`config.mk`:
```
export PLATFORM = sky130hd
export DESIGN_NAME = fault_flag_latch_and_sequencer
export DESIGN_NICKNAME = d
export VERILOG_FILES = /design/src/hw/fault_seq_pkg.sv /design/src/hw/fault_flag_latch_and_sequencer.sv
export VERILOG_INCLUDE_DIRS = /design/src /design/src/hw
export SDC_FILE = /design/constraint.sdc
export NUM_CORES = 1
export LEC_CHECK = 0
export ABC_AREA = 1
export BUFFER_PORTS_ARGS = -buffer_cell sky130_fd_sc_hd__buf_2
export CAP_MARGIN = 20
export CORE_UTILIZATION = 55
export DETAILED_ROUTE_END_ITERATION = 12
export PLACE_DENSITY = 0.8
export REMOVE_ABC_BUFFERS = 1
export SYNTH_ARGS = -nofsm -noshare
export SYNTH_HDL_FRONTEND = slang
export SYNTH_SLANG_ARGS = --single-unit
```
`constraint.sdc`:
```
create_clock -name sys_clk -period 1.8 [get_ports sys_clk]
set_clock_uncertainty 0.1 [all_clocks]
set_input_delay 0.27 -clock sys_clk [delete_from_list [all_inputs] [get_ports sys_clk]]
set_output_delay 0.27 -clock sys_clk [all_outputs]
set_load 0.01 [all_outputs]
```
`src/hw/fault_seq_map.svh`:
```
`ifndef FAULT_SEQ_MAP_SVH
`define FAULT_SEQ_MAP_SVH

// ****************************************
// register map
// ****************************************
`define REG_STATUS       8'h00
`define REG_MASK         8'h04
`define REG_STATE        8'h08

// ****************************************
// status event bits
// ****************************************
`define EV_FLAG          0
`define EV_RST_FALL      1
`define EV_OV            2
`define EV_RUN           3
`define EV_OFF           4
`define EV_W             5
`define MASK_RST         5'h00

// ****************************************
// timing
// ****************************************
`define CLK_PERIOD_NS    4
`define EN_OFF_DELAY_NS  65000
`define EN_OFF_CYCLES    ((`EN_OFF_DELAY_NS + `CLK_PERIOD_NS - 1) / `CLK_PERIOD_NS)
`define OV_DELAY_CYCLES  64
`define FLAG_UV_CYCLES   16
`define POR_DELAY_CYCLES 32

`endif

```
`src/hw/fault_seq_pkg.sv`:
```
`default_nettype none

package fault_seq_pkg;

  typedef enum logic [5:0] {
    ST_RESET = 6'h01,
    ST_OFF   = 6'h02,
    ST_START = 6'h04,
    ST_RUN   = 6'h08,
    ST_SHUT  = 6'h10,
    ST_PAUSE = 6'h20
  } seq_state_t;

  // bit 0 pulls flag a low, bit 1 pulls flag b low
  typedef enum logic [1:0] {
    CODE_NONE = 2'h0,
    CODE_HIC  = 2'h1,
    CODE_WDT  = 2'h2,
    CODE_UV   = 2'h3
  } fault_code_t;

endpackage

`default_nettype wire

```
`src/hw/fault_flag_latch_and_sequencer.sv`:
```
// Functional notes
// flag pins only pull low or release
// latch fault class when reset output falls
// undervoltage or disconnect pulls both low
// hiccup or thermal pulls flag a only
// supervision timer fault pulls flag b only
// both released means no fault, default
// host trusts flags after first reset release
// clear flags: enables low, caps discharged
// undervoltage recognition delayed behind hiccup
// internal enable is OR of three
// disconnect drops reset and five good
// long overvoltage latches, all regulators off
// five volt undervoltage drops both outputs
// three/core undervoltage drops reset only
// overcurrent matters only through undervoltage
// rising enable without fault starts sequence
// shutdown after enables low 65 us
// start pre, core, then LDOs in order
// stop LDOs, core, pre; pause; force off
`include "fault_seq_map.svh"
`default_nettype none

module fault_flag_latch_and_sequencer
  import fault_seq_pkg::*;
#(
  parameter int EN_OFF_CYCLES = `EN_OFF_CYCLES,
  parameter int OV_CYCLES     = `OV_DELAY_CYCLES,
  parameter int FLAG_CYCLES   = `FLAG_UV_CYCLES,
  parameter int POR_CYCLES    = `POR_DELAY_CYCLES,
  parameter int CW            = 15
) (
  // clock and reset
  input  wire logic        sys_clk,
  input  wire logic        rst,
  // apb slave
  input  wire logic        psel,
  input  wire logic        penable,
  input  wire logic        pwrite,
  input  wire logic [7:0]  paddr,
  input  wire logic [31:0] pwdata,
  output logic [31:0]      prdata,
  output logic             pready,
  output logic             pslverr,
  // enables
  input  wire logic        logic_enable_in,
  input  wire logic        ignition_enable_a,
  input  wire logic        ignition_enable_b,
  // monitors
  input  wire logic        master_reset_condition,
  input  wire logic        pre_regulator_uv,
  input  wire logic        core_buck_rail_uv,
  input  wire logic        three_volt_rail_uv,
  input  wire logic        five_volt_rail_uv,
  input  wire logic        protected_five_volt_rail_uv,
  input  wire logic        charge_pump_rail_uv,
  input  wire logic        protected_rail_disconnect,
  input  wire logic        any_rail_ov,
  input  wire logic        pre_regulator_hiccup,
  input  wire logic        core_buck_hiccup,
  input  wire logic        thermal_shutdown,
  input  wire logic        supervision_timer_fault,
  input  wire logic        softstart_cap_a_low,
  input  wire logic        softstart_cap_b_low,
  // regulator controls
  output logic             pre_regulator_on,
  output logic             core_buck_on,
  output logic             ldo_on,
  // reset and status pins
  output logic             power_good_reset_n,
  output logic             five_volt_good,
  input  wire logic        fault_code_bit_a_i,
  output logic             fault_code_bit_a_o,
  output logic             fault_code_bit_a_oe,
  input  wire logic        fault_code_bit_b_i,
  output logic             fault_code_bit_b_o,
  output logic             fault_code_bit_b_oe,
  // interrupt
  output logic             irq
);
  if (EN_OFF_CYCLES < 1 || EN_OFF_CYCLES >= 2**CW || OV_CYCLES < 1 ||
      OV_CYCLES >= 2**CW || FLAG_CYCLES < 1 || FLAG_CYCLES >= 2**CW ||
      POR_CYCLES < 1 || POR_CYCLES >= 2**CW) begin : g_bad_param
    $error("counter parameter out of range");
  end
  localparam logic [CW-1:0] EN_OFF_MAX = CW'(EN_OFF_CYCLES);
  localparam logic [CW-1:0] OV_MAX     = CW'(OV_CYCLES);
  localparam logic [CW-1:0] FLAG_MAX   = CW'(FLAG_CYCLES);
  localparam logic [CW-1:0] POR_MAX    = CW'(POR_CYCLES);
  seq_state_t     state_q, state_d;
  fault_code_t    code_q, code_d;
  logic           pre_q, pre_d, core_q, core_d, ldo_q, ldo_d;
  logic [CW-1:0]  off_cnt_q, ov_cnt_q, por_cnt_q, flag_cnt_q;
  logic           ov_q, power_good_reset_n_q, pok_q, armed_q, pend_q, uv_seen_q;
  logic [`EV_W-1:0] status_q, mask_q;
  logic [31:0]    prdata_q;
  // ****************************************
  // condition decode
  // ****************************************
  wire en        = logic_enable_in | ignition_enable_a | ignition_enable_b;
  wire ldo_uv    = three_volt_rail_uv | five_volt_rail_uv | protected_five_volt_rail_uv;
  wire ss_low    = softstart_cap_a_low & softstart_cap_b_low;
  wire force_off = master_reset_condition | ov_q;
  wire shut_go   = off_cnt_q == EN_OFF_MAX;
  wire ov_trip   = any_rail_ov & (ov_cnt_q == OV_MAX) & ~ov_q;
  wire hic       = pre_regulator_hiccup | core_buck_hiccup | thermal_shutdown;
  wire uv_any    = core_buck_rail_uv | ldo_uv | charge_pump_rail_uv |
                   protected_rail_disconnect;
  wire rst_fault = core_buck_rail_uv | ldo_uv | protected_rail_disconnect |
                   hic | supervision_timer_fault | force_off;
  wire power_good_reset_n_d    = (state_q == ST_RUN) & ~rst_fault & (por_cnt_q == POR_MAX);
  // five good follows ldo on, the five volt monitors, disconnect and force off, never three or core
  wire pok_d     = ldo_q & ~five_volt_rail_uv & ~protected_five_volt_rail_uv &
                   ~protected_rail_disconnect & ~force_off;
  wire power_good_reset_n_fall = power_good_reset_n_q & ~power_good_reset_n_d;
  wire flag_clr  = ~en & ss_low;
  wire pend_done = pend_q & (hic | supervision_timer_fault | flag_cnt_q == FLAG_MAX);
  // ****************************************
  // sequencer
  // ****************************************
  always_comb begin
    state_d = state_q;
    pre_d   = pre_q;
    core_d  = core_q;
    ldo_d   = ldo_q;
    if (force_off) begin
      state_d = ST_RESET;
      pre_d   = 1'b0;
      core_d  = 1'b0;
      ldo_d   = 1'b0;
    end else begin
      case (state_q)
        ST_RESET: state_d = ST_PAUSE;
        ST_OFF: begin
          state_d = en ? ST_START : ST_OFF;
          pre_d   = en;
        end
        ST_START, ST_RUN: begin
          if (shut_go) begin
            state_d = ST_SHUT;
            ldo_d   = 1'b0;
          end else begin
            core_d  = pre_q & (core_q | ~pre_regulator_uv);
            ldo_d   = ldo_q | (core_q & ~core_buck_rail_uv);
            state_d = (ldo_q & ~pre_regulator_uv & ~core_buck_rail_uv & ~ldo_uv) ?
                      ST_RUN : ST_START;
          end
        end
        ST_SHUT: begin
          if (ldo_q) begin
            ldo_d = 1'b0;
          end else if (core_q) begin
            core_d = ~ldo_uv;
          end else if (core_buck_rail_uv) begin
            pre_d   = 1'b0;
            state_d = ST_PAUSE;
          end
        end
        ST_PAUSE: state_d = ss_low ? ST_OFF : ST_PAUSE;
        default: begin
          state_d = ST_RESET;
          pre_d   = 1'b0;
          core_d  = 1'b0;
          ldo_d   = 1'b0;
        end
      endcase
    end
  end
  always_ff @(posedge sys_clk) begin
    if (rst) begin
      state_q <= ST_RESET;
      pre_q   <= 1'b0;
      core_q  <= 1'b0;
      ldo_q   <= 1'b0;
    end else begin
      state_q <= state_d;
      pre_q   <= pre_d;
      core_q  <= core_d;
      ldo_q   <= ldo_d;
    end
  end
  // ****************************************
  // timers and reset outputs
  // ****************************************
  always_ff @(posedge sys_clk) begin
    if (rst) begin
      off_cnt_q <= '0;
      ov_cnt_q  <= '0;
      por_cnt_q <= '0;
      ov_q      <= 1'b0;
      power_good_reset_n_q    <= 1'b0;
      pok_q     <= 1'b0;
    end else begin
      off_cnt_q <= en ? '0 : (shut_go ? off_cnt_q : off_cnt_q + 1'b1);
      ov_cnt_q  <= ~any_rail_ov ? '0 :
                   (ov_cnt_q == OV_MAX ? ov_cnt_q : ov_cnt_q + 1'b1);
      por_cnt_q <= (state_q != ST_RUN || rst_fault) ? '0 :
                   (por_cnt_q == POR_MAX ? por_cnt_q : por_cnt_q + 1'b1);
      ov_q      <= ov_trip | (ov_q & en);
      power_good_reset_n_q    <= power_good_reset_n_d;
      pok_q     <= pok_d;
    end
  end
  // ****************************************
  // fault flag latch
  // ****************************************
  always_comb begin
    code_d = code_q;
    if (pend_q) begin
      if (hic) begin
        code_d = CODE_HIC;
      end else if (supervision_timer_fault) begin
        code_d = CODE_WDT;
      end else if (flag_cnt_q == FLAG_MAX) begin
        code_d = (uv_seen_q | uv_any) ? CODE_UV : CODE_NONE;
      end
    end else if (flag_clr) begin
      code_d = CODE_NONE;
    end
  end
  always_ff @(posedge sys_clk) begin
    if (rst) begin
      code_q     <= CODE_NONE;
      armed_q    <= 1'b0;
      pend_q     <= 1'b0;
      uv_seen_q  <= 1'b0;
      flag_cnt_q <= '0;
    end else begin
      code_q     <= code_d;
      armed_q    <= power_good_reset_n_q | (armed_q & ~flag_clr);
      pend_q     <= (power_good_reset_n_fall & armed_q) | (pend_q & ~pend_done);
      uv_seen_q  <= pend_q & ~pend_done & (uv_seen_q | uv_any);
      flag_cnt_q <= (pend_q & ~pend_done) ? flag_cnt_q + 1'b1 : '0;
    end
  end
  // ****************************************
  // status, interrupt and apb
  // ****************************************
  wire wr      = psel & penable & pwrite;
  wire rd_set  = psel & ~penable & ~pwrite;
  wire hit_st  = paddr == `REG_STATUS;
  wire hit_mk  = paddr == `REG_MASK;
  wire hit_sv  = paddr == `REG_STATE;
  wire hit     = hit_st | hit_mk | hit_sv;
  wire [`EV_W-1:0] w1c = (wr & hit_st) ? pwdata[`EV_W-1:0] : '0;
  wire [`EV_W-1:0] ev;
  assign ev[`EV_FLAG]     = pend_done;
  assign ev[`EV_RST_FALL] = power_good_reset_n_fall;
  assign ev[`EV_OV]       = ov_trip;
  assign ev[`EV_RUN]      = (state_d == ST_RUN) & (state_q != ST_RUN);
  assign ev[`EV_OFF]      = (state_d == ST_OFF) & (state_q != ST_OFF);
  wire [31:0] sv_word = {14'h0000, fault_code_bit_b_i, fault_code_bit_a_i,
                         code_q, armed_q, ov_q, pre_q, core_q, ldo_q,
                         power_good_reset_n_q, pok_q, 1'b0, state_q};
  wire [31:0] rmux = hit_st ? {27'h0, status_q} :
                     hit_mk ? {27'h0, mask_q} :
                     hit_sv ? sv_word : 32'h0;
  always_ff @(posedge sys_clk) begin
    if (rst) begin
      status_q <= '0;
      mask_q   <= `MASK_RST;
      prdata_q <= '0;
    end else begin
      status_q <= (status_q & ~w1c) | ev;
      mask_q   <= (wr & hit_mk) ? pwdata[`EV_W-1:0] : mask_q;
      prdata_q <= rd_set ? rmux : prdata_q;
    end
  end
  assign prdata              = prdata_q;
  assign pready              = 1'b1;
  assign pslverr             = psel & penable & ~hit;
  assign irq                 = |(status_q & mask_q);
  assign pre_regulator_on    = pre_q;
  assign core_buck_on        = core_q;
  assign ldo_on              = ldo_q;
  assign power_good_reset_n  = power_good_reset_n_q;
  assign five_volt_good      = pok_q;
  assign fault_code_bit_a_o  = 1'b0;
  assign fault_code_bit_b_o  = 1'b0;
  assign fault_code_bit_a_oe = code_q[0];
  assign fault_code_bit_b_oe = code_q[1];
endmodule

`default_nettype wire

```
Word level (Yosys, flattened, before mapping)
Index checks and enable logic that the tools add are counted.
{"block": "word_totals", "reg_bits": 119, "input_bits": 65, "wordCells": 166}
{"block": "classes", "add_sub_neg": 4, "n_eq_ne": 21, "mux": 29, "bitwise": 79, "reduce_logical": 15}
{"cell": "$add 15x1->15 const B", "n": 4}
{"cell": "$mux 18", "n": 3}
{"cell": "$and 1x1->1", "n": 31}
{"cell": "$mux 6", "n": 5}
{"cell": "$pmux 6 s5", "n": 1}
{"cell": "$or 1x1->1", "n": 24}
{"cell": "$not 1->1", "n": 20}
{"cell": "$eq 15x14->1 const B", "n": 1}
{"cell": "$eq 15x5->1 const B", "n": 1}
{"cell": "$eq 15x6->1 const B", "n": 1}
{"cell": "$eq 15x7->1 const B", "n": 1}
{"cell": "$eq 6x2->1 const B", "n": 2}
{"cell": "$eq 6x4->1 const B", "n": 2}
{"cell": "$mux 2", "n": 6}
{"cell": "$reduce_or 2->1", "n": 6}
{"cell": "$and 5x5->5", "n": 2}
{"cell": "$mux 5", "n": 2}
{"cell": "$eq 8x3->1 const B", "n": 1}
{"cell": "$eq 8x4->1 const B", "n": 1}
{"cell": "$logic_not 8->1", "n": 1}
{"cell": "$ne 2x2->1 const B", "n": 4}
{"cell": "$mux 1", "n": 7}
{"cell": "$eq 6x1->1 const B", "n": 1}
{"cell": "$eq 6x3->1 const B", "n": 1}
{"cell": "19 further kinds", "n": 20}

Depth between registers and ports, before layout
Gate-level depths: netlist of run 1.
{"block": "logic_depth", "word_depth": 14, "mapped_depth": 9, "ltp_nobuf": 9}

Least setup slack after synthesis of run 1
OpenSTA, ideal clock, no wires.
{"block": "synth_path", "path_kind": "input -> output", "start": "input port paddr[3]", "end": "output port pslverr", "arrival_time_ps": 1189, "setup_slack_ps": 241, "stages": 6, "path_buffers": 2, "path_cell_list": "buf_2 inv_1 nand3_1 nor2_1 buf_2 nor4_1"}
{"block": "synth_via", "elab_chain_len": 5, "elab_cells_between_ends": 7, "cone_classes": "eq/ne (2); bitwise (4); reduce/logical (1)"}
{"element": "from (decl)", "line": "fault_flag_latch_and_sequencer.sv:40", "text": "input wire logic [7:0] paddr,"}
{"element": "$eq 8x3->1 (no source line) / $logic_not 8->1 (equally long branches)"}
{"element": "$or 1x1->1", "line": "fault_flag_latch_and_sequencer.sv:244", "text": "wire hit = hit_st | hit_mk | hit_sv;"}
{"element": "$or 1x1->1 *", "line": "fault_flag_latch_and_sequencer.sv:244"}
{"element": "$not 1->1 *", "line": "fault_flag_latch_and_sequencer.sv:271", "text": "assign pslverr = psel & penable & ~hit;"}
{"element": "$and 1x1->1 *", "line": "fault_flag_latch_and_sequencer.sv:271"}
{"element": "to (decl)", "line": "fault_flag_latch_and_sequencer.sv:44", "text": "output logic pslverr,"}
Every way passes the cells marked *; elsewhere a longest branch is shown, timed or not.

Worst setup path in the final report of run 1
{"block": "layout_path", "start": "register flag_cnt_q[0]", "end": "register flag_cnt_q[12]"}
{"block": "layout_via", "elab_chain_len": 7, "elab_cells_between_ends": 8, "cone_classes": "add/sub (1); eq/ne (1); bitwise (5); reduce/logical (1)"}
{"element": "from (decl)", "line": "fault_flag_latch_and_sequencer.sv:93", "text": "logic [CW-1:0] off_cnt_q, ov_cnt_q, por_cnt_q, flag_cnt_q;"}
{"element": "from (signal assigned)", "line": "fault_flag_latch_and_sequencer.sv:233", "text": "flag_cnt_q <= (pend_q & ~pend_done) ? flag_cnt_q + 1'b1 : '0;"}
{"element": "$eq 15x5->1", "line": "fault_flag_latch_and_sequencer.sv:117", "text": "wire pend_done = pend_q & (hic | supervision_timer_fault | flag_cnt_q == FLAG_MAX);"}
{"element": "$or 1x1->1", "line": "fault_flag_latch_and_sequencer.sv:117"}
{"element": "$and 1x1->1", "line": "fault_flag_latch_and_sequencer.sv:117"}
{"element": "$not 1->1", "line": "fault_flag_latch_and_sequencer.sv:233"}
{"element": "$and 1x1->1", "line": "fault_flag_latch_and_sequencer.sv:233"}
{"element": "$not 1->1 (no source line)"}
{"element": "$reduce_or 2->1 (no source line)"}
Parallel ways exist; a longest one is shown, timed or not.
A chain may end at the register's enable or synchronous reset.

==> reports/results.ini, run 1 <==
[route]
post_drt_wl_per_cell_um = 12.3
drc_errors = 0
dr.pass1.iters = 5
wl_um = 11500
postRouteAntennaNets = 0
vias_per_cell = 5.23
dr_total_vias = 4884
drt_iter0_drc = 271

[synthesis]
yosys_warnings = 0
synth-seq-cells = 104
ys_types = 45
synth_top_area_share_pct = 40.2
synth-simple-area-share_pct = 34.7
synth_area_um2 = 5180
synth-main-ff-cell = dfxtp_1
seq_area_frac_synth_pct = 40.2
synthMuxAreaShare_pct = 0
synth_top_family_by_area = simple AND/OR/NAND/NOR gates
synth_compound_area_share_pct = 11.1
synth-edff-count = 0
synth_fa_ha_area_share_pct = 1.93
synth_xor_area_share_pct = 1.69
yosys-top-cells-area = dfxtp_1 40%, nand2_1 10%, nor2_1 7.1%, nand3_1 6.9%, inv_1 6.5%
synthCells = 743
ys_async_sr_fraction_pct = 0
yosysTopAreaCell = dfxtp_1
synth_area_per_cell_um2 = 6.98

[clocking]
htreeDepth = 3
cts_tree = done
clk_path_buf_depth = 2
cts_buffers = 9
clock-sinks = 104
path_clk_slew_ns = 0.10
root_buffer = clkbuf_8
clk_latency_ns = 0.37
cts_setup_buffers = 0

[setup_path]
cp_data_arrival_time_ns = 1.81
reg2reg_slack_ns = 0.16
cp_slowest_cell = dfxtp_1
slowest_delay_ns = 0.39
cp.required_ns = 1.97
cp_cell_sequence = ha_1, nand3_1, nor3_4, nand2_1, nor2_1, nand2_1, o21ai_0, nor2_1
crit_path_start_kind = flop
crit_type = flop to flop
crit_path_max_fanout = 4
setup.worst_path.end_class = flop

[floorplanning]
row_count = 35
io-pin-count = 109
die_x_um = 99.1
initial_core_util_pct = 56.4
fp.dieH_um = 99.1
design.die.area_um2 = 9820
core_area_um2 = 9200

[placed_design]
numPlacedInstances = 917
hpwl_um = 8890
post_dp_cell_area_um2 = 5610
port_buffers = 63
gp_congestion = 0.927

[grt]
grt_pass1_vias = 4571
grt.total_usage_pct = 24.0
busiest_layer = met2
met2_usage_pct = 44.9
grt-ovfl-total = 0
grtUsageMet3_pct = 5.27
antenna_found_initial = 0
grt_max_degree = 26
use_met1_pct = 27.1
grt_pass1_wl_um = 19200

[min_path]
hold_path.class = input pin to flop

[sta]
period_share_pct = 91.0
finalHoldViolCount = 0
drv_slew = 0
rsz0062_at_grt = true
timing.hold.ws_ns = 0.0729
fmax_mhz = 610
slew_headroom_pct = 60.6
min_period_ns = 1.64
tns_ns = 0
worst-slew-pin-transition_ns = 0.586
setup_viol = 0

[finish]
layout_common_cells = 141 x nand2_1, 101 x dfxtp_1, 97 x nor2_1
final_area_um2 = 5840
final_layout_size_suffix_gt1_share_pct = 16.7
final_nets = 890
diodes = 0
final_common_cell = nand2_1
finalCoreUtilization_pct = 63.5
area_delta_synth_final_pct = 12.6
stdcell_count = 933

[outcome]
status = completed

[pwr]
clkPwrFrac_pct = 36.8
pwr-share-seq_pct = 57.6
pwr-share-comb_pct = 5.6
p_int_mw = 3.05
switching_share_pct = 24.5
ir_drop_uv = 371
pwr_density_cell_nw_per_um2 = 692
p_sw_mw = 0.987
leakagePower_nw = 2.29

[run]
cap_viol_max_count = 0

## routing by layer
metal / routed length (um) / part of all wire, % / vias up
met5: 0 / 0 / -
met4: 180 / 1.6 / 0
met3: 434 / 3.8 / 18
met2: 5950 / 52 / 115
met1: 4940 / 43 / 2220
li1: - / - / 2531
## critical path, delay by kind of cell, from the launching register on
kind	cells	cell delay (ns)
adders and majority gates	1	0.20
AOI/OAI and AO/OA	1	0.16
and+or+nand+nor	6	0.69
DFF	1	0.39
## registers in the layout, summed over array words and instances (netlist names), 2 cells and up
name	flops
flag_cnt_q	15
code_q	2
state_q	6
off_cnt_q	15
status_q	5
ov_cnt_q	15
mask_q	5
por_cnt_q	15
prdata	17
## power by group through the flow
stage / registers (mW) / logic (mW) / clock network (mW)
6_report: 2.32 / 0.228 / 1.49
5_1_grt: 2.33 / 0.253 / 1.60
4_1_cts: 2.32 / 0.226 / 1.51
3_5_place_dp: 2.38 / 0.225 / 0
3_3_place_gp: 2.38 / 0.217 / 0
2_1_floorplan: 2.38 / 0.113 / 0
## kinds of logic (layout without fill, tap and decap cells)
group / count (synthesis) / count (layout)
buffers and inverters: 122 / 185
AO/OA/AOI/OAI: 107 / 107
other: 2 / 18
adder cells (fa/ha/maj): 8 / 8
AND/OR/NAND/NOR: 390 / 390
XOR/XNOR: 10 / 10
flip-flops: 104 / 104
## path summary, 6_finish.rpt
check / start / cells after the start / to
max: flag_cnt_q[0]$_SDFF_PP0_ / 8 / flag_cnt_q[12]$_SDFF_PP0_
min: fault_code_bit_b_i / 3 / prdata[17]$_SDFFE_PP0P_
max reg2reg: flag_cnt_q[0]$_SDFF_PP0_ / 8 / flag_cnt_q[12]$_SDFF_PP0_
min reg2reg: prdata[10]$_SDFFE_PP0P_ / 2 / prdata[10]$_SDFFE_PP0P_
## repair_timing
action                                 in CTS  in global routing
setup endpoints to repair                   0                  7
endpoints found under the hold margin       0                  0
hold buffers                                0                  0
gates resized for setup                     0                  8
## through the flow
step | setup slack (ns) | power (mW)
floorplan | 0.231 | 2.49
global placement | 0.180 | 2.59
detailed placement | 0.134 | 2.60
CTS | 0.119 | 4.06
global route | -0.0229 | 4.18
finish | 0.162 | 4.04
## area by class of cell
cell class / instances / area [um^2]
clock buffer: 9 / 124
clock inverter: 7 / 78.8
fill: 808 / 3360
inverter: 93 / 350
multi-input combinational: 533 / 2650
sequential: 104 / 2090
tap: 111 / 139
timing repair buffer: 76 / 413
## synth_stat cells, drive strengths merged, types with 2 or more instances
| cell type | n |
|---|---|
| nand2 | 146 |
| nor2 | 112 |
| dfxtp | 104 |
| inv | 91 |
| nand3 | 73 |
| a21oi | 68 |
| buf | 26 |
| o21ai | 24 |
| nor3 | 22 |
| nand4 | 20 |
| a31oi | 8 |
| ha | 8 |
| or2 | 8 |
| xor2 | 8 |
| nor3b | 6 |
| clkbuf | 3 |
| clkinv | 2 |
| conb | 2 |
| xnor2 | 2 |
Power figures use the tool's default switching activity.
==> run 2, diff against run 1 <==
BUFFER_PORTS_ARGS = -buffer_cell sky130_fd_sc_hd__buf_4   (was -buffer_cell sky130_fd_sc_hd__buf_2)
PLACE_DENSITY = default   (was 0.8)
PLACE_DENSITY_LB_ADDON = 0.25   (was default)
==> run 2 against run 1 <==
Net effect: core utilization up 1.7 points; critical path depth fell by 2; sequential power is essentially flat; maximum frequency fell by 2.7%; first-iteration DRC count fell by 5.2%; critical endpoint is now ov_cnt_q[14]$_SDFFE_PP0P_; highest routed layer unchanged.
==> reports/results.ini, run 2 (synthesis results as in run 1) <==
[pwr]
leakagePower_nw = 2.32
total_power_mw = 3.95
ir_drop_uv = 584
pwr_density_cell_nw_per_um2 = 660

[sta]
rsz0062_at_grt = false
tns_ns = 0
drv_slew = 0
finalHoldViolCount = 0
worst-slew-pin-transition_ns = 0.521
period_share_pct = 93.5
timing.hold.ws_ns = 0.0685
min_period_ns = 1.68
setup_viol = 0
slew_headroom_pct = 65.0
fmax_mhz = 594

[finish]
finalCoreUtilization_pct = 65.2
layout_common_cells = 141 x nand2_1, 101 x dfxtp_1, 97 x nor2_1
area_delta_synth_final_pct = 15.6
final_common_cell = nand2_1
final_nets = 894
final_layout_size_suffix_gt1_share_pct = 16.8
diodes = 0
largest_reg_flops = 17
stdcell_count = 937

[setup_path]
reg2reg_slack_ns = 0.12
critPathTopFamily = simple AND/OR/NAND/NOR gates
cp_slowest_cell = dfxtp_1
r2r-start = ov_cnt_q[0]$_SDFFE_PP0P_
worst-path-stages = 6
path_buf_inv = 1
cp.required_ns = 2.01
crit_type = flop to flop
worstRegToRegCells = 6
slowest_delay_ns = 0.40
crit_path_start_kind = flop
setup.worst_path.end_class = flop
startpoint = ov_cnt_q[0]$_SDFFE_PP0P_
r2r-end = ov_cnt_q[14]$_SDFFE_PP0P_
crit_path_max_fanout = 4
cp_cell_sequence = ha_1, nand3_1, nor3_2, buf_4, a31oi_1, nor3_1
cp-endpoint = ov_cnt_q[14]$_SDFFE_PP0P_
cp_data_arrival_time_ns = 1.89

[route]
dr.pass1.iters = 5
dr_total_vias = 4985
drc_errors = 0
post_drt_wl_per_cell_um = 12.7
drt_iter0_drc = 257
wl_um = 11900
postRouteAntennaNets = 0
vias_per_cell = 5.32

[grt]
grt-ovfl-total = 0
grt_max_degree = 26
antenna_found_initial = 0
grt_pass1_vias = 4592
grt_pass1_wl_um = 19500
grt.total_usage_pct = 24.5

[min_path]
hold_path.class = input pin to flop
min_from = protected_rail_disconnect
hold-path-cell-count = 4

[clocking]
clock-sinks = 104
clk_path_buf_depth = 2
cts_tree = done
root_buffer = clkbuf_8
hold_buffers = 0
htreeDepth = 3
cts_buffers = 9
path_clk_slew_ns = 0.12
clk_latency_ns = 0.38

[floorplanning]
core_area_um2 = 9200
initial_core_util_pct = 56.4
fp.dieH_um = 99.1
design.die.area_um2 = 9820
row_count = 35
io-pin-count = 109
die_x_um = 99.1

[placed_design]
port_buffers = 63
numPlacedInstances = 921
hpwl_um = 8900
gp_congestion = 0.946

[run]
cap_viol_max_count = 0

[outcome]
status = completed

-- run 2: layout make-up --
class	count	area [um^2]
Timing Repair Buffer	80	601
Sequential cell	104	2090
Clock inverter	7	60.1
Fill cell	811	3200
Inverter	93	350
Tap cell	111	139
Clock buffer	9	124
Multi-Input combinational cell	533	2630
-- run 2: power by group --
part	internal [mW]	switching, mW	leakage (nW)
Sequential	2.31	0.0118	0.840
Combinational	0.107	0.146	1.39
Clock	0.528	0.848	0.0912
Total	2.95	1.01	2.32
-- run 2: per-stage QoR --
| step | cell area (um^2) | setup slack, ns |
|---|---|---|
| CTS | 5980 | 0.0917 |
| detailed placement | 5800 | 0.138 |
| global placement | 5800 | 0.158 |
| global route | 5990 | 0.00213 |
| floorplan | 5060 | 0.231 |
| finish | 5990 | 0.117 |
-- run 2: worst min path at each step --
stage | endpoint | slack (ns)
6_report | five_volt_good$_SDFF_PP0_ | 0.07
5_1_grt | five_volt_good$_SDFF_PP0_ | 0.06
4_1_cts | five_volt_good$_SDFF_PP0_ | 0.05
3_5_place_dp | flag_cnt_q[13]$_SDFF_PP0_ | 0.35
3_3_place_gp | flag_cnt_q[0]$_SDFF_PP0_ | 0.34
2_1_floorplan | code_q[0]$_SDFFE_PP0P_ | 0.24
-- run 2: metal layers --
layer | part of all wire, % | vias to the layer above | GRT usage, %
li1 | - | 2541 | -
met3 | 4.8 | 21 | 4.85
met1 | 41 | 2295 | 27.6
met4 | 1.7 | 0 | 8.03
met5 | 0 | - | 0
met2 | 52 | 128 | 46.2
-- run 2: repair_timing --
| action | CTS | global route |
|---|---|---|
| gates resized for setup | 0 | 5 |
| endpoints found under the setup margin | 0 | 4 |
| buffers inserted | 0 | 0 |
-- run 2: worst register-to-register path, stage by stage, from the launching register on --
cell and delay (ns):
dfxtp_1 0.40, ha_1 0.21, nand3_1 0.22, nor3_2 0.27
buf_4 0.17, a31oi_1 0.07, nor3_1 0.17
